## src/verilog/spcr_pkg.sv

```systemverilog
// spcr_pkg: constants shared by the serial port configuration register bank
// assumes an 8-bit register access port and 12-bit register addresses
package spcr_pkg;

  localparam int unsigned SPCR_ADDR_W   = 12;
  localparam int unsigned SPCR_DATA_W   = 8;

  // register addresses
  localparam logic [11:0] SPCR_ADDR_CFG = 12'h000;
  localparam logic [11:0] SPCR_ADDR_REV = 12'h002;
  localparam logic [11:0] SPCR_ADDR_VAR = 12'h003;
  localparam logic [11:0] SPCR_ADDR_RBS = 12'h004;

  // serial_port_config field positions
  localparam int unsigned SPCR_BIT_DIR  = 7;
  localparam int unsigned SPCR_BIT_LSBF = 6;
  localparam int unsigned SPCR_BIT_SRST = 5;
  localparam int unsigned SPCR_BIT_UNUS = 4;
  localparam int unsigned SPCR_MIR_HI   = 3;

  // readback_select field position
  localparam int unsigned SPCR_BIT_RBA  = 0;

  // reset values
  localparam logic [7:0]  SPCR_CFG_RST  = 8'h00;
  localparam logic [7:0]  SPCR_RBS_RST  = 8'h00;
  localparam logic [7:0]  SPCR_RD_NONE  = 8'h00;

  // identity codes; values are arbitrary
  localparam logic [7:0]  SPCR_REV_DEF  = 8'h01;
  localparam logic [7:0]  SPCR_VAR_DEF  = 8'h5A;

  // soft reset self-clear sequencing
  typedef enum logic [1:0] {
    SPCR_SR_IDLE = 2'b00,
    SPCR_SR_WAIT = 2'b01,
    SPCR_SR_HOLD = 2'b10
  } spcr_sr_state_t;

endpackage

```

## src/verilog/spcr_regs.sv

```systemverilog
// spcr_regs: serial port configuration registers of the control port
// assumes a serial front end on clk_sys that decodes frames into byte
// accesses; the serial clock pin arrives raw and is sampled here
// rd_phase and rd_bit come from the frame shifter on clk_sys, unsampled
// the mode pin is expected to be static and is filtered like the clock
// pad tristate buffers sit outside; oe high means this block drives
//
// Overview of operation
// - bit 7 clear: spi read data leaves on the data pin, serial out floats
// - bit 7 set: spi read data on serial out pin, writes on data pin
// - bit 6 clear: shift msb first, address steps downward
// - bit 6 set: shift lsb first, address steps upward
// - bit order and address direction ignored in i2c mode
// - soft reset restores defaults, clears on next sclk after the write
// - in i2c mode soft reset clears on next scl after the write
// - read-only silicon revision register, both modes
// - read-only variant code register
// - readback select clear returns buffer copies
// - readback select set returns active copies
`timescale 1ns/1ps
module spcr_regs
  import spcr_pkg::*;
#(
  parameter logic [7:0] REVISION_CODE = SPCR_REV_DEF, // arbitrary value
  parameter logic [7:0] VARIANT_CODE  = SPCR_VAR_DEF  // arbitrary value
) (
  input  wire logic                   clk_sys,        // system clock, 100 MHz
  input  wire logic                   rst,            // synchronous reset, active high
  input  wire logic                   clk_en,         // clock enable, freezes state when low
  input  wire logic                   i2c_mode_pin,   // port mode pin, high selects i2c
  input  wire logic                   sclk_pin,       // serial clock pin (sclk or scl)
  input  wire logic                   reg_wr,         // write strobe from serial front end
  input  wire logic                   reg_rd,         // read strobe from serial front end
  input  wire logic [SPCR_ADDR_W-1:0] reg_addr,       // register address
  input  wire logic [SPCR_DATA_W-1:0] reg_wdata,      // write data
  input  wire logic                   io_update,      // buffer to active transfer pulse
  input  wire logic                   rd_phase,       // front end is shifting read data
  input  wire logic                   rd_bit,         // read data bit from shifter
  output logic      [SPCR_DATA_W-1:0] reg_rdata,      // read data, registered
  output logic                        reg_rvalid,     // read data valid pulse
  output logic                        i2c_mode,       // filtered port mode
  output logic                        lsb_first,      // shift order for spi
  output logic                        addr_incr,      // address step direction for spi
  output logic                        soft_reset,     // soft reset bit, high while set
  output logic                        sdio_o,         // data pin output value
  output logic                        sdio_oe,        // data pin output enable
  output logic                        serial_out_pin_o,  // serial out pin value
  output logic                        serial_out_pin_oe  // serial out pin enable
);

  // pin samplers: three flops, change accepted when stages two and three agree
  logic [2:0] sclk_sync_reg;
  logic [2:0] mode_sync_reg;
  logic       sclk_lvl_reg;
  logic       sclk_lvl_next;
  logic       mode_lvl_reg;
  logic       mode_lvl_next;
  logic       sclk_rise;

  // serial clock sampler
  always_ff @(posedge clk_sys) begin
    if (rst) begin
      sclk_sync_reg <= 3'h0;
    end else if (clk_en) begin
      sclk_sync_reg <= {sclk_sync_reg[1:0], sclk_pin};
    end
  end

  // mode pin sampler
  always_ff @(posedge clk_sys) begin
    if (rst) begin
      mode_sync_reg <= 3'h0;
    end else if (clk_en) begin
      mode_sync_reg <= {mode_sync_reg[1:0], i2c_mode_pin};
    end
  end

  always_comb begin
    sclk_lvl_next = sclk_lvl_reg;
    mode_lvl_next = mode_lvl_reg;
    if (sclk_sync_reg[1] == sclk_sync_reg[2]) begin
      sclk_lvl_next = sclk_sync_reg[2];
    end
    if (mode_sync_reg[1] == mode_sync_reg[2]) begin
      mode_lvl_next = mode_sync_reg[2];
    end
  end

  // filtered serial clock level, idle low like the pin, so no edge after reset
  always_ff @(posedge clk_sys) begin
    if (rst) begin
      sclk_lvl_reg <= 1'b0;
    end else if (clk_en) begin
      sclk_lvl_reg <= sclk_lvl_next;
    end
  end

  // filtered mode level
  always_ff @(posedge clk_sys) begin
    if (rst) begin
      mode_lvl_reg <= 1'b0;
    end else if (clk_en) begin
      mode_lvl_reg <= mode_lvl_next;
    end
  end

  assign sclk_rise = clk_en & sclk_lvl_next & ~sclk_lvl_reg;
  assign i2c_mode  = mode_lvl_reg;

  // access decode
  logic wr_cfg;
  logic wr_rbs;
  logic srst_req;

  assign wr_cfg   = clk_en & reg_wr & (reg_addr == SPCR_ADDR_CFG);
  assign wr_rbs   = clk_en & reg_wr & (reg_addr == SPCR_ADDR_RBS);
  assign srst_req = wr_cfg & reg_wdata[SPCR_BIT_SRST];

  // soft reset sequencing: write completes, then the next serial clock clears
  spcr_sr_state_t sr_state_reg;
  spcr_sr_state_t sr_state_next;
  logic           sr_clear;

  always_comb begin
    sr_state_next = sr_state_reg;
    sr_clear      = 1'b0;
    case (sr_state_reg)
      SPCR_SR_IDLE: begin
        if (srst_req) begin
          sr_state_next = SPCR_SR_WAIT;
        end
      end
      SPCR_SR_WAIT: begin
        // the write strobe marks completion; wait for the following edge
        if (sclk_rise) begin
          sr_state_next = SPCR_SR_HOLD;
        end
      end
      SPCR_SR_HOLD: begin
        // set wins: a fresh soft reset write restarts the wait
        sr_clear      = 1'b1;
        sr_state_next = SPCR_SR_IDLE;
        if (srst_req) begin
          sr_state_next = SPCR_SR_WAIT;
        end
      end
      default: begin
        sr_state_next = SPCR_SR_IDLE;
      end
    endcase
  end

  always_ff @(posedge clk_sys) begin
    if (rst) begin
      sr_state_reg <= SPCR_SR_IDLE;
    end else if (clk_en) begin
      sr_state_reg <= sr_state_next;
    end
  end

  // serial_port_config: acts at once since it shapes the framing itself
  logic [7:0] cfg_reg;
  logic [7:0] cfg_next;

  always_comb begin
    cfg_next = cfg_reg;
    if (sr_clear) begin
      cfg_next[SPCR_BIT_SRST] = 1'b0;
    end
    if (wr_cfg) begin
      cfg_next = reg_wdata;
      cfg_next[SPCR_BIT_UNUS] = 1'b0;
      if (reg_wdata[SPCR_BIT_SRST]) begin
        cfg_next = SPCR_CFG_RST;
        cfg_next[SPCR_BIT_SRST] = 1'b1;
      end
    end
  end

  always_ff @(posedge clk_sys) begin
    if (rst) begin
      cfg_reg <= SPCR_CFG_RST;
    end else if (clk_en) begin
      cfg_reg <= cfg_next;
    end
  end

  assign soft_reset = cfg_reg[SPCR_BIT_SRST];

  // bit order and step direction, spi only
  // built from next values so they move in the same cycle as cfg_reg and i2c_mode
  always_ff @(posedge clk_sys) begin
    if (rst) begin
      lsb_first <= 1'b0;
      addr_incr <= 1'b0;
    end else if (clk_en) begin
      lsb_first <= cfg_next[SPCR_BIT_LSBF] & ~mode_lvl_next;
      addr_incr <= cfg_next[SPCR_BIT_LSBF] & ~mode_lvl_next;
    end
  end

  // readback_select: buffer copy written serially, active copy on update
  logic [7:0] rbs_buf_reg;
  logic [7:0] rbs_buf_next;
  logic [7:0] rbs_act_reg;

  // only the select bit is stored, the other bits read as zero
  always_comb begin
    rbs_buf_next               = SPCR_RBS_RST;
    rbs_buf_next[SPCR_BIT_RBA] = reg_wdata[SPCR_BIT_RBA];
  end

  always_ff @(posedge clk_sys) begin
    if (rst) begin
      rbs_buf_reg <= SPCR_RBS_RST;
    end else if (clk_en) begin
      if (srst_req) begin
        rbs_buf_reg <= SPCR_RBS_RST;
      end else if (wr_rbs) begin
        rbs_buf_reg <= rbs_buf_next;
      end
    end
  end

  always_ff @(posedge clk_sys) begin
    if (rst) begin
      rbs_act_reg <= SPCR_RBS_RST;
    end else if (clk_en) begin
      if (srst_req) begin
        rbs_act_reg <= SPCR_RBS_RST;
      end else if (io_update) begin
        rbs_act_reg <= rbs_buf_reg;
      end
    end
  end

  // readback: the active select bit chooses which copy is returned
  logic       rd_active;
  logic [7:0] rd_mux;

  assign rd_active = rbs_act_reg[SPCR_BIT_RBA];

  always_comb begin
    case (reg_addr)
      SPCR_ADDR_CFG: rd_mux = cfg_reg;
      SPCR_ADDR_REV: rd_mux = REVISION_CODE;
      SPCR_ADDR_VAR: rd_mux = VARIANT_CODE;
      SPCR_ADDR_RBS: rd_mux = rd_active ? rbs_act_reg : rbs_buf_reg;
      default:       rd_mux = SPCR_RD_NONE;
    endcase
  end

  // read strobe answered exactly one cycle later
  always_ff @(posedge clk_sys) begin
    if (rst) begin
      reg_rvalid <= 1'b0;
    end else if (clk_en) begin
      reg_rvalid <= reg_rd;
    end
  end

  // read data holds until the next read
  always_ff @(posedge clk_sys) begin
    if (rst) begin
      reg_rdata <= SPCR_RD_NONE;
    end else if (clk_en && reg_rd) begin
      reg_rdata <= rd_mux;
    end
  end

  // data pin steering during the read phase of an spi frame
  logic spi_read;

  assign spi_read = rd_phase & ~mode_lvl_reg;

  // pin data trails the shifter bit by one cycle
  always_ff @(posedge clk_sys) begin
    if (rst) begin
      sdio_o           <= 1'b0;
      serial_out_pin_o <= 1'b0;
    end else if (clk_en) begin
      sdio_o           <= rd_bit;
      serial_out_pin_o <= rd_bit;
    end
  end

  // at most one pin drives, and only while an spi read is shifting out
  always_ff @(posedge clk_sys) begin
    if (rst) begin
      sdio_oe           <= 1'b0;
      serial_out_pin_oe <= 1'b0;
    end else if (clk_en) begin
      if (cfg_reg[SPCR_BIT_DIR]) begin
        sdio_oe           <= 1'b0;
        serial_out_pin_oe <= spi_read;
      end else begin
        sdio_oe           <= spi_read;
        serial_out_pin_oe <= 1'b0;
      end
    end
  end

endmodule

```

## config.mk

```make
export PLATFORM = sky130hd
export DESIGN_NAME = spcr_regs
export DESIGN_NICKNAME = d
export VERILOG_FILES = /design/src/verilog/spcr_pkg.sv /design/src/verilog/spcr_regs.sv
export SDC_FILE = /design/constraint.sdc
export NUM_CORES = 1
export LEC_CHECK = 0
export ABC_CLOCK_PERIOD_IN_PS = 3700
export BUFFER_PORTS_ARGS = -buffer_cell sky130_fd_sc_hd__buf_4
export CAP_MARGIN = 20
export CELL_PAD_IN_SITES_DETAIL_PLACEMENT = 1
export CELL_PAD_IN_SITES_GLOBAL_PLACEMENT = 1
export CORE_AREA = 2 2 57 73
export CTS_CLUSTER_SIZE = 28
export DETAILED_ROUTE_END_ITERATION = 10
export DIE_AREA = 0 0 59 75
export GPL_TIMING_DRIVEN = 0
export PLACE_DENSITY = 0.85
export SLEW_MARGIN = 30
export SYNTH_ARGS = -nofsm -noshare
export SYNTH_HDL_FRONTEND = slang
export SYNTH_SLANG_ARGS = --single-unit
```

## constraint.sdc

```tcl
create_clock -name clk_sys -period 3.7 [get_ports clk_sys]
set_input_delay 0.37 -clock clk_sys [delete_from_list [all_inputs] [get_ports clk_sys]]
set_output_delay 0.37 -clock clk_sys [all_outputs]
set_load 0.01 [all_outputs]
```

Yosys cells after proc, flatten, opt, wreduce, memory -nomap -nowiden
Index checks and enable logic that the tools add are counted.
- flip-flop bits (word level): 47
- bits in latches: 0
- memory bits (writable): 0
- word-level logic and storage cells: 65
- output and inout bits: 17
- input port bits: 30
- memories: 0
- bits in read-only memories: 0
- $add $sub $neg: 0
- shifts and indexed selects: 0
- multiply operators: 0
- magnitude comparators: 0
- bitwise gates (word level): 11
- eq/ne operators: 9
- multiplexer cells: 18
- reduce and logical (&&, ||, !) cells: 11
- div/mod/pow operators: 0
- operators by type and width (kind ; count):
    2-to-1 mux 8 bit ; 6
    case mux 8 bit (4 select lines) ; 1
    equality test 12 x 2 -> 1 bit (second input constant) ; 2
    equality test 12 x 3 -> 1 bit (second input constant) ; 1
    zero test 12 bit ; 1
    AND 1 bit ; 8
    AND reduction 2 bit ; 4
    2-to-1 mux 1 bit ; 7
    2-to-1 mux 7 bit ; 1
    case mux 2 bit (3 select lines) ; 1
    nonzero test 2 bit ; 3
    2-to-1 mux 2 bit ; 2
    inequality test 2 bit (second input constant) ; 2
    inverter 1 bit ; 3
    AND reduction 3 bit ; 1
    equality test 1 bit ; 2
    equality test 2 x 1 -> 1 bit (second input constant) ; 1
    equality test 2 bit (second input constant) ; 1
    zero test 2 bit ; 1
    logical AND 1 bit ; 1

Logic depth before layout (Yosys ltp)
Gate-level depths: netlist (run 1).
- depth after elaboration: 6
- mapped depth: 5
- mapped depth without buffers: 4

Least setup slack after synthesis (run 1)
Ideal clock, no wire load.
- path type: input to register
- from: input port reg_addr[7]
- to: register addr_incr
- stages: 5
- library setup time: 0.132 ns
- required time: 3.568 ns
- setup slack: 2.177 ns
- arrival time: 1.391 ns
- path buffers: 1
- cell sequence: nor4_4 and4_1 buf_6 mux2i_1 o32ai_2
- longest elaborated chain between the ends: 4
- RTL lines (what ; line ; RTL):
    start, declared ; spcr_regs.sv:34 ; input wire logic [SPCR_ADDR_W-1:0] reg_addr,
    zero test 12 bit ; spcr_regs.sv:115 ; assign wr_cfg = clk_en & reg_wr & (reg_addr == SPCR_ADDR_CFG);
    AND 1 bit ; spcr_regs.sv:115 ;
    2-to-1 mux 7 bit ; spcr_regs.sv:170 ; if (wr_cfg) begin
    AND 1 bit ; spcr_regs.sv:198 ; addr_incr <= cfg_next[SPCR_BIT_LSBF] & ~mode_lvl_next;
    end signal, assigned ; spcr_regs.sv:198 ;
    end, declared ; spcr_regs.sv:43 ; output logic addr_incr,
Every way passes these cells.
A chain may end at the register's enable or synchronous reset.

Final worst setup path (run 1)
Same ends and word-level chain as after synthesis.

==> reports/metrics.yaml, run 1 <==
drv_slew: 0
worstSkewPairLatency_ns: 0.29
r2r_setup_slack_ns: 2.72
min_path_cells: 3
io_pins: 47
rr_worst_depth: 3
cts_tree: "yes"
worstMarginPinSlew_ns: 0.4908
cap_violations: 0
synthSimpleGateAreaFrac_pct: 25.07
period_share_pct: 41.56
multi_input_area_um2: 684.4
regArea_um2: 640.6
wl_per_cell_um: 15.71
period_minus_slack_ns: 1.538
numCtsBuffers: 5
hp-class: "in2reg"
final_nets: 233
synthAdderAreaFrac_pct: 0
synthTopCellsByArea: "dfxtp_1 (46%), a21oi_1 (6.9%), mux2i_1 (6.5%), nand2_1 (6.0%), nor2_1 (3.5%)"
synth_area_um2: 1383
synth-xor-area-share_pct: 0
drt-pass1-iter-count: 4
synth.largest_area_cell: "dfxtp_1"
crit_buf_inv: 2
fill_cells: 444
yosys.area.top_type_share_pct: 46.33
ctsHoldBuffers: 0
final_cell_mix: "buf_4 (46), dfxtp_1 (32), nand2_1 (22), a21oi_1 (19), nor2_1 (13)"
htreeDepth: 2
final_area_um2: 1851
yosys_warnings: 0
vias_per_cell: 5.414
grt_max_degree: 12
min_from: "rd_bit"
routed_wl_um: 3833
critPathTopFamily: "simple AND/OR/NAND/NOR gates"
fmax_ghz: 0.6503
num_vias: 1321
num_antenna_cells: 0
r2r_end: "addr_incr$_SDFFE_PP0P_"
grt_pass1_vias: 1443
tns_ns: 0
cp_data_arrival_time_ns: 1.70
max_stage_delay_ns: 0.35
worst_setup_path_start_kind: "input port"
synth-seq-cells: 32
fin_skew_ns: 0.004974
cts.sinks: 32
path_clk_slew_ns: 0.07
crit_type: "in2reg"
run_status: "complete, no violations"
placed_area_um2: 1763
cts-resized-gates: 0
synth_compound_area_share_pct: 17.92
endpoint_kind: "flop"
p_leak_nw: 0.7769
slew_headroom_pct: 67.28
io_buffers: 44
netlist_instances: 152
place_hpwl_um: 2981
syn2layout_area_growth_pct: 33.85
avgSynthCellArea_um2: 9.096
start_util_pct: 37.46
synth_top_family_by_area: "simple AND/OR/NAND/NOR gates"
antenna_found_initial: 0
reg2reg_from: "i2c_mode$_SDFFE_PP0P_"
die_height_um: 75
drive_above_1_share_pct: 29.90
drtIter0Drc: 32
worstPathMaxFanout: 10
crit_slowest_cell: "nor4_4"
route.detailed.drc: 0
yosys-mux-area-fraction_pct: 6.516
final_common_cell: "buf_4"
ir_drop_v: 0.0002764
rsz0062_at_grt: "no"
overflow: 0
path_cells: "buf_4, nor4_4, and4_1, buf_6, mux2i_1, o32ai_2"
hold_violations: 0
routabilityCongestion: 0.7662
die-area_um2: 4425
die_w_um: 59
synth_fp_nets: 182
core_um2: 3691
ys_types: 38
cellPowerDensity_nw_per_um2: 371.8
largest_reg_flops: 8
yosysSeqAreaShare_pct: 46.33
rows: 25
grt_util_all_layers_pct: 19.80
root_buffer: "clkbuf_8"
required_ns: 3.86
worstHoldEndpoint: "serial_out_pin_o$_SDFFE_PP0P_"
setup_viol: 0
cts_buffer_depth: 2
postRouteAntennaNets: 0
grt_pass1_wl_um: 6472
cts_setup_buffers: 0
## power breakdown
part / internal (mW) / leakage [nW] / switching, mW
clock network: 0.131 / 0.0479 / 0.138
logic: 0.0338 / 0.470 / 0.0332
registers: 0.349 / 0.259 / 0.00336
## worst max-delay path by stage
stage                           start                endpoint  slack [ns]  cells past startpoint
after floorplan           reg_addr[7]  addr_incr$_SDFFE_PP0P_        2.18                      5
after global routing      reg_addr[7]  addr_incr$_SDFFE_PP0P_        2.06                      6
after detailed placement  reg_addr[7]  addr_incr$_SDFFE_PP0P_        1.86                      6
final                     reg_addr[7]  addr_incr$_SDFFE_PP0P_        2.16                      6
after CTS                 reg_addr[7]  addr_incr$_SDFFE_PP0P_        2.17                      6
after global placement    reg_addr[7]  addr_incr$_SDFFE_PP0P_        1.91                      6
## per-stage QoR
step | power [mW] | utilization, % | instances | setup slack, ns | hold slack, ns
5_1_grt | 0.7144 | 50.14 | 244 | 2.065 | 0.3611
3_3_place_gp | 0.4240 | 47.76 | 236 | 1.914 | 0.4416
6_report | 0.6881 | 50.14 | 244 | 2.162 | 0.3143
2_1_floorplan | 0.3869 | - | 152 | 2.177 | 0.4316
3_5_place_dp | 0.4273 | 47.76 | 236 | 1.861 | 0.4496
4_1_cts | 0.6958 | 50.14 | 244 | 2.169 | 0.3075
## cells by family (layout without fill, tap and decap cells)
group | after synthesis | after routing
and+or+nand+nor | 61 | 61
AOI/OAI and AO/OA | 39 | 39
DFF | 32 | 32
buffers and inverters | 11 | 63
muxes | 9 | 9
## synthesized netlist by cell type
master	n
dfxtp_1	32
nand2_1	22
a21oi_1	19
nor2_1	13
mux2i_1	9
o21ai_0	6
nand3b_1	5
clkbuf_1	4
a22o_1	3
nand4b_1	3
nor4b_1	3
a21o_1	2
buf_4	2
inv_1	2
nand4_1	2
nor3_1	2
o211ai_1	2
a211o_1	1
a211oi_1	1
a221oi_1	1
and2_1	1
and2b_1	1
and4_1	1
and4_2	1
and4bb_2	1
buf_1	1
buf_2	1
buf_6	1
nand2b_1	1
nand3_1	1
nor2b_1	1
nor4_2	1
nor4_4	1
o211a_1	1
o21bai_1	1
o31ai_1	1
o32ai_2	1
or3_1	1
## layer usage
layer	up-vias	global-route usage (%)	wire [um]
met5	-	0	0
met4	0	8.838	70
met3	7	5.155	222
met2	42	37.28	2099
met1	627	20.19	1441
li1	645	-	-
## cell type report
cell class                 count  area share (%)
clock buffer                   5           3.719
sequential                    32           34.62
multi-input combinational    109           36.98
tap                           40           2.705
inverter                       2          0.4057
buffer                         9           2.705
clock inverter                 3           1.014
timing repair buffer          44           17.85
## worst register-to-register path, stage by stage, from the launching register on
cell	delay, ns
dfxtp_1	0.44
a21oi_1	0.09
o21ai_0	0.21
o32ai_2	0.11
Note: power is estimated with default switching activity, not from simulation.
==> inputs of run 2 (changes only) <==
--- a/config.mk
+++ b/config.mk
@@ -5,17 +5,18 @@
 export SDC_FILE = /design/constraint.sdc
 export NUM_CORES = 1
 export LEC_CHECK = 0
-export ABC_CLOCK_PERIOD_IN_PS = 3700
+export ABC_AREA = 1
+export ABC_CLOCK_PERIOD_IN_PS = 1400
 export BUFFER_PORTS_ARGS = -buffer_cell sky130_fd_sc_hd__buf_4
 export CAP_MARGIN = 20
 export CELL_PAD_IN_SITES_DETAIL_PLACEMENT = 1
 export CELL_PAD_IN_SITES_GLOBAL_PLACEMENT = 1
-export CORE_AREA = 2 2 57 73
+export CORE_AREA = 2 2 64 82
 export CTS_CLUSTER_SIZE = 28
 export DETAILED_ROUTE_END_ITERATION = 10
-export DIE_AREA = 0 0 59 75
+export DIE_AREA = 0 0 66 84
 export GPL_TIMING_DRIVEN = 0
-export PLACE_DENSITY = 0.85
+export PLACE_DENSITY = 0.77
 export SLEW_MARGIN = 30
 export SYNTH_ARGS = -nofsm -noshare
 export SYNTH_HDL_FRONTEND = slang
==> constraint.sdc (replaced) <==
create_clock -name clk_sys -period 1.4 [get_ports clk_sys]
set_input_delay 0.14 -clock clk_sys [delete_from_list [all_inputs] [get_ports clk_sys]]
set_output_delay 0.14 -clock clk_sys [all_outputs]
set_load 0.01 [all_outputs]
==> run 2 against run 1 <==
Die area up 25%. Cell area up 5.7%. Sequential share of layout area down 1.9 points. Combinational power increased to 2.9 times the previous value. Critical endpoint is now reg_rdata[0]$_SDFFE_PP0P_. Largest cell class is now flip-flops and latches. Highest routed layer unchanged.
==> reports/metrics.yaml, run 2 <==
p_sw_share_pct: 23.10  # was 25.42%
fmax_ghz: 0.9587
synth-async-reset-ratio_pct: 0  # unchanged
cp_data_arrival_time_ns: 1.20  # was 1.70 ns
place_hpwl_um: 2840  # was 2981 um
cts.sinks: 32  # unchanged
yosys.area.top_type_share_pct: 44.68  # was 46.33%
crit_slowest_cell: "dfxtp_1"  # was nor4_4
hold_violations: 0  # unchanged
required_ns: 1.55  # was 3.86 ns
rsz0062_at_grt: "no"  # unchanged
final_cell_mix: "buf_4 (47), dfxtp_1 (32), a21oi_1 (28), nand2_1 (27), inv_1 (23)"  # was buf_4 (46), dfxtp_1 (32), nand2_1 (22), a21oi_1 (19), nor2_1 (13)
worstSkewPairLatency_ns: 0.29  # about the same
hp-class: "in2reg"  # unchanged
multi_input_area_um2: 636.9  # was 684.4 um^2
pwr-share-seq_pct: 46.8  # was 51.1%
path_clk_slew_ns: 0.07  # about the same
numCtsBuffers: 5  # unchanged
netlist_instances: 190  # was 152
die-area_um2: 5544  # was 4425 um^2
max_stage_delay_ns: 0.32  # was 0.35 ns
final_core_util_pct: 40.25  # was 50.14%
ir_drop_v: 0.0006198  # was 0.0002764 V
io_pins: 47  # unchanged
avgSynthCellArea_um2: 7.547  # was 9.096 um^2
num_vias: 1403  # was 1321
overflow: 0  # unchanged
start_util_pct: 29.49  # was 37.46%
cts-resized-gates: 0  # unchanged
drtIter0Drc: 27  # was 32
r2r_setup_slack_ns: 0.36  # was 2.72 ns
cts_buffer_depth: 2  # unchanged
grt_max_degree: 11  # was 12
p_int_mw: 1.556  # was 0.5132 mW
routabilityCongestion: 0.7398  # was 0.7662
place_ws_ns: 0.1177  # was 1.861 ns
cts_setup_buffers: 0  # unchanged
grt_util_all_layers_pct: 14.79  # was 19.80%
tns_ns: 0  # unchanged
grt_pass1_vias: 1400  # was 1443
period_minus_slack_ns: 1.043
cap_violations: 0  # unchanged
setup_viol: 0  # unchanged
final_common_cell: "buf_4"  # unchanged
drt-pass1-iter-count: 4  # unchanged
setup_ws_ns: 0.3569  # was 2.162 ns
path_cells: "or2_2, nand4_1, nand3_1, nand2_1, a21oi_1"  # was buf_4, nor4_4, and4_1, buf_6, mux2i_1, o32ai_2
synth_most_common_cell: "dfxtp_1"  # unchanged
route.detailed.drc: 0  # unchanged
synth-seq-cells: 32  # unchanged
postRouteAntennaNets: 0  # unchanged
yosys_warnings: 0  # unchanged
worst_setup_path_start_kind: "flop"  # was input port
antenna_found_initial: 0  # unchanged
syn2layout_area_growth_pct: 36.47  # was 33.85%
io_buffers: 45  # was 44
largest_reg_flops: 8  # unchanged
ys.flop_type: "dfxtp_1"  # unchanged
core_um2: 4862  # was 3691 um^2
routed_wl_um: 3749  # was 3833 um
synthTopCellsByArea: "dfxtp_1 (45%), a21oi_1 (9.8%), nand2_1 (7.1%), inv_1 (6.0%), o21ai_0 (4.9%)"  # was dfxtp_1 (46%), a21oi_1 (6.9%), mux2i_1 (6.5%), nand2_1 (6.0%), nor2_1 (3.5%)
worstMarginPinSlew_ns: 0.4826  # was 0.4908 ns
htreeDepth: 2  # unchanged
ctsHoldBuffers: 0  # unchanged
rows: 29  # was 25
pwr-share-comb_pct: 9.7  # about the same
placed_cells: 297  # was 236
endpoint_kind: "flop"  # unchanged
crit_type: "reg2reg"  # was in2reg
p_leak_nw: 0.8531  # was 0.7769 nW
synthTopCellsByCount: "dfxtp_1 (32), a21oi_1 (28), nand2_1 (27), inv_1 (23), nor2_1 (15)"  # was dfxtp_1 (32), nand2_1 (22), a21oi_1 (19), nor2_1 (13), mux2i_1 (9)
final_nets: 272  # was 233
synth_area_um2: 1434  # was 1383 um^2
synth_edf_count: 0  # unchanged
vias_per_cell: 4.600  # was 5.414
regArea_um2: 640.6  # unchanged
grt_pass1_wl_um: 6341  # was 6472 um
die_height_um: 84  # was 75 um
worstPathMaxFanout: 3  # was 10
synth.largest_area_cell: "dfxtp_1"  # unchanged
fin_cells: 305  # was 244
drv_slew: 0  # unchanged
slew_headroom_pct: 67.83  # was 67.28%
clkPwrFrac_pct: 43.5  # was 39.1%
cellPowerDensity_nw_per_um2: 1034  # was 371.8 nW/um^2
root_buffer: "clkbuf_8"  # unchanged
netSwitchingPower_mw: 0.4673  # was 0.1749 mW
run_status: "complete, no violations"  # unchanged
num_antenna_cells: 0  # unchanged
cts_tree: "yes"  # unchanged
ys_types: 26  # was 38
fin_skew_ns: 0.006959  # was 0.004974 ns
drive_above_1_share_pct: 31.28  # was 29.90%
fill_cells: 626  # was 444
synth_fp_nets: 220  # was 182
period_share_pct: 74.50
die_w_um: 66  # was 59 um
yosysSeqAreaShare_pct: 44.68  # was 46.33%
wl_per_cell_um: 12.29  # was 15.71 um
-- run 2: cell types whose count changed in the layout (fill, tap and decap cells not counted), sizes merged, moves of 3 or more --
| cell | delta |
|---|---|
| mux2i | -9 |
| nand4 | +3 |
| nand2 | +9 |
| nand3 | +13 |
| a22o | -3 |
| nand4b | -3 |
| nor4b | -3 |
| a21oi | +9 |
| inv | +24 |
| nand3b | -4 |
| nor2 | +7 |
| o21ai | +8 |
-- run 2: routing by layer --
layer	track usage, %	vias to the layer above	share of wire, %
li1	-	729	-
met2	25.25	35	50
met3	4.588	5	5.5
met4	4.453	0	1.3
met1	17.45	634	43
met5	0	-	0
-- run 2: path summary, 6_finish.rpt --
path / start / endpoint / cells past startpoint
max: rbs_buf_reg[0]$_SDFFE_PP0P_ / reg_rdata[0]$_SDFFE_PP0P_ / 5
max reg2reg: rbs_buf_reg[0]$_SDFFE_PP0P_ / reg_rdata[0]$_SDFFE_PP0P_ / 5
min: rst / cfg_reg[7]$_SDFFE_PP0P_ / 2
min reg2reg: sr_state_reg[1]$_SDFFE_PP0P_ / sr_state_reg[1]$_SDFFE_PP0P_ / 2
-- run 2: area by class of cell --
cell class | instances | share of cell area, %
plain buffers | 8 | 3.005
clock buffers | 6 | 3.708
clock inverters | 2 | 1.790
inverters | 26 | 4.987
multi-input cells | 124 | 32.54
flip-flops and latches | 32 | 32.74
well taps | 62 | 3.964
repair buffers | 45 | 17.26
-- run 2: logic make-up after synthesis --
group | after synthesis | share of synthesized area (%)
flip-flops | 32 | 44.68
buffers and inverters | 34 | 10.91
AO/OA/AOI/OAI | 49 | 19.37
AND/OR/NAND/NOR | 75 | 25.04
-- run 2: stage by stage --
stage / instance area, um^2 / power [mW] / hold WS, ns
floorplan: 1434 / 1.053 / 0.2130
global placement: 1849 / 1.161 / 0.3620
detailed placement: 1849 / 1.166 / 0.3721
CTS: 1957 / 2.039 / 0.06324
global route: 1957 / 2.122 / 0.05709
finish: 1957 / 2.023 / 0.06128
-- run 2: critical path, delay by kind of cell (launching register included) --
family	cells	cell delay, ns
compound gates	1	0.06
flops	1	0.32
simple gates	4	0.53
-- run 2: power by group through the flow --
stage                     Sequential [mW]  Combinational [mW]  Clock, mW
after CTS                           0.946               0.200      0.893
after global placement              0.966               0.195          0
final                               0.946               0.196      0.881
after floorplan                     0.967              0.0851          0
after detailed placement            0.967               0.199          0
after global routing                0.948               0.221      0.952
==> inputs of run 3 (changes only) <==
--- a/config.mk
+++ b/config.mk
@@ -6,17 +6,17 @@
 export NUM_CORES = 1
 export LEC_CHECK = 0
 export ABC_AREA = 1
-export ABC_CLOCK_PERIOD_IN_PS = 1400
+export ABC_CLOCK_PERIOD_IN_PS = 1000
 export BUFFER_PORTS_ARGS = -buffer_cell sky130_fd_sc_hd__buf_4
 export CAP_MARGIN = 20
 export CELL_PAD_IN_SITES_DETAIL_PLACEMENT = 1
 export CELL_PAD_IN_SITES_GLOBAL_PLACEMENT = 1
-export CORE_AREA = 2 2 64 82
+export CORE_AREA = 2 2 61 77
 export CTS_CLUSTER_SIZE = 28
 export DETAILED_ROUTE_END_ITERATION = 10
-export DIE_AREA = 0 0 66 84
+export DIE_AREA = 0 0 63 79
 export GPL_TIMING_DRIVEN = 0
-export PLACE_DENSITY = 0.77
+export PLACE_DENSITY = 0.81
 export SLEW_MARGIN = 30
 export SYNTH_ARGS = -nofsm -noshare
 export SYNTH_HDL_FRONTEND = slang
==> constraint.sdc (replaced) <==
create_clock -name clk_sys -period 1 [get_ports clk_sys]
set_input_delay 0.1 -clock clk_sys [delete_from_list [all_inputs] [get_ports clk_sys]]
set_output_delay 0.1 -clock clk_sys [all_outputs]
set_load 0.01 [all_outputs]
==> run 3 against run 2 <==
Setup slack got worse by 0.32 ns. Via count rose by 1.4%. Sequential power rose by 41%. Clock-buffer cell count rose by 1. Die area fell by 10%.
==> reports/metrics.yaml, run 3 (same netlist as run 2, synthesis figures left out) <==
cap_violations: 0  # unchanged
vias_per_cell: 4.712  # was 4.600
final_cell_mix: "buf_4 (48), a21oi_1 (28), dfxtp_1 (28), nand2_1 (26), inv_1 (23)"  # was buf_4 (47), dfxtp_1 (32), a21oi_1 (28), nand2_1 (27), inv_1 (23)
io_buffers: 45  # unchanged
drive_above_1_share_pct: 34.02  # was 31.28%
max_stage_delay_ns: 0.32  # about the same
hp-class: "in2reg"  # unchanged
rows: 27  # was 29
htreeDepth: 2  # unchanged
ir_drop_v: 0.0006846  # was 0.0006198 V
cts_buffer_depth: 2  # unchanged
rsz0062_at_grt: "yes"  # was no
hold_violations: 0  # unchanged
numCtsBuffers: 5  # unchanged
drt-pass1-iter-count: 4  # unchanged
grt_max_degree: 11  # unchanged
antenna_found_initial: 0  # unchanged
setup_viol: 0  # unchanged
cp_data_arrival_time_ns: 0.86  # was 1.20 ns
cellPowerDensity_nw_per_um2: 1338  # was 1034 nW/um^2
required_ns: 0.90  # was 1.55 ns
final_area_um2: 1966  # was 1957 um^2
routabilityCongestion: 0.7862  # was 0.7398
grt_pass1_wl_um: 6258  # was 6341 um
endpoint_kind: "output port"  # was flop
period_minus_slack_ns: 0.9613
setup_ws_ns: 0.03868  # was 0.3569 ns
die-area_um2: 4977  # was 5544 um^2
cts_tree: "yes"  # unchanged
path_common_cell: "buf_4"
start_util_pct: 33.42  # was 29.49%
routed_wl_um: 3727  # was 3749 um
postRouteAntennaNets: 0  # unchanged
syn2layout_area_growth_pct: 37.09  # was 36.47%
wl_per_cell_um: 12.34  # was 12.29 um
final_common_cell: "buf_4"  # unchanged
crit_slowest_cell: "dfxtp_1"  # unchanged
die_w_um: 63  # was 66 um
core_um2: 4290  # was 4862 um^2
drtIter0Drc: 56  # was 27
run_status: "complete, no violations"  # unchanged
place_ws_ns: -0.2234  # was 0.1177 ns
fmax_ghz: 1.040
path_cells: "buf_4, buf_4"  # was or2_2, nand4_1, nand3_1, nand2_1, a21oi_1
io_pins: 47  # unchanged
overflow: 0  # unchanged
cts.sinks: 32  # unchanged
path_clk_slew_ns: 0.07  # about the same
worstSkewPairLatency_ns: 0.28  # was 0.29 ns
crit_type: "reg2out"  # was reg2reg
worstPathMaxFanout: 3  # unchanged
worst_setup_path_start_kind: "flop"  # unchanged
largest_reg_flops: 8  # unchanged
num_vias: 1423  # was 1403
root_buffer: "clkbuf_8"  # unchanged
grt_util_all_layers_pct: 15.86  # was 14.79%
slew_headroom_pct: 65.83  # was 67.83%
fin_skew_ns: 0.007773  # was 0.006959 ns
period_share_pct: 96.13
die_height_um: 79  # was 84 um
num_antenna_cells: 0  # unchanged
grt_pass1_vias: 1444  # was 1400
fin_cells: 302  # was 305
p_leak_nw: 0.8498  # was 0.8531 nW
route.detailed.drc: 0  # unchanged
worstMarginPinSlew_ns: 0.5126  # was 0.4826 ns
placed_area_um2: 1844  # was 1849 um^2
final_nets: 273  # was 272
place_hpwl_um: 2853  # was 2840 um
placed_cells: 293  # was 297
final_core_util_pct: 45.82  # was 40.25%
ctsHoldBuffers: 0  # unchanged
drv_slew: 0  # unchanged
[run 3: metal layers]
metal	global-route usage [%]	share of wire [%]	routed length, um
met2	29.26	53	1959
met1	17.49	42	1568
met5	0	0	0
met3	4.108	4.5	169
met4	5.333	0.78	29
[run 3: per-stage QoR]
stage	setup TNS, ns	hold slack [ns]	power [mW]
after floorplan	0	0.1730	1.474
after global placement	-2.734	0.3201	1.625
after detailed placement	-3.178	0.3303	1.633
after CTS	0	0.02942	2.669
after global routing	-0.09466	0.02822	2.767
final	0	0.03313	2.631
[run 3: critical path, delay by kind of cell, from the launching register on]
family / cells / cell delay (ns)
flops: 1 / 0.32
buf+inv: 2 / 0.26
[run 3: layout make-up]
cell class	instances	area, um^2
Buffer	8	58.81
Clock buffer	7	86.33
Clock inverter	1	7.507
Fill cell	566	2325
Inverter	26	97.59
Multi-Input combinational cell	124	651.9
Sequential cell	32	645.6
Tap cell	58	72.57
Timing Repair Buffer	46	345.3
[run 3: final timing paths]
check,from,endpoint,slack (ns),cells past startpoint
hold reg to reg,reg_rvalid$_SDFFE_PP0P_,reg_rvalid$_SDFFE_PP0P_,0.46,2
hold / removal,rst,cfg_reg[7]$_SDFFE_PP0P_,0.03,2
setup reg to reg,rbs_buf_reg[0]$_SDFFE_PP0P_,reg_rdata[0]$_SDFFE_PP0P_,0.04,5
setup / recovery,serial_out_pin_o$_SDFFE_PP0P_,serial_out_pin_o,0.04,2
[run 3: repair_timing]
action | in CTS | in global routing
pin swaps | 4 | 3
endpoints found under the setup margin | 2 | 9
resized for setup | 4 | 4
setup buffers | 1 | 0
[run 3: report_power, final]
group / total [mW] / internal (mW) / switching (mW)
Sequential: 1.33 / 1.31 / 0.0193
Clock: 1.02 / 0.559 / 0.464
Combinational: 0.282 / 0.136 / 0.146
Total: 2.63 / 2.00 / 0.629
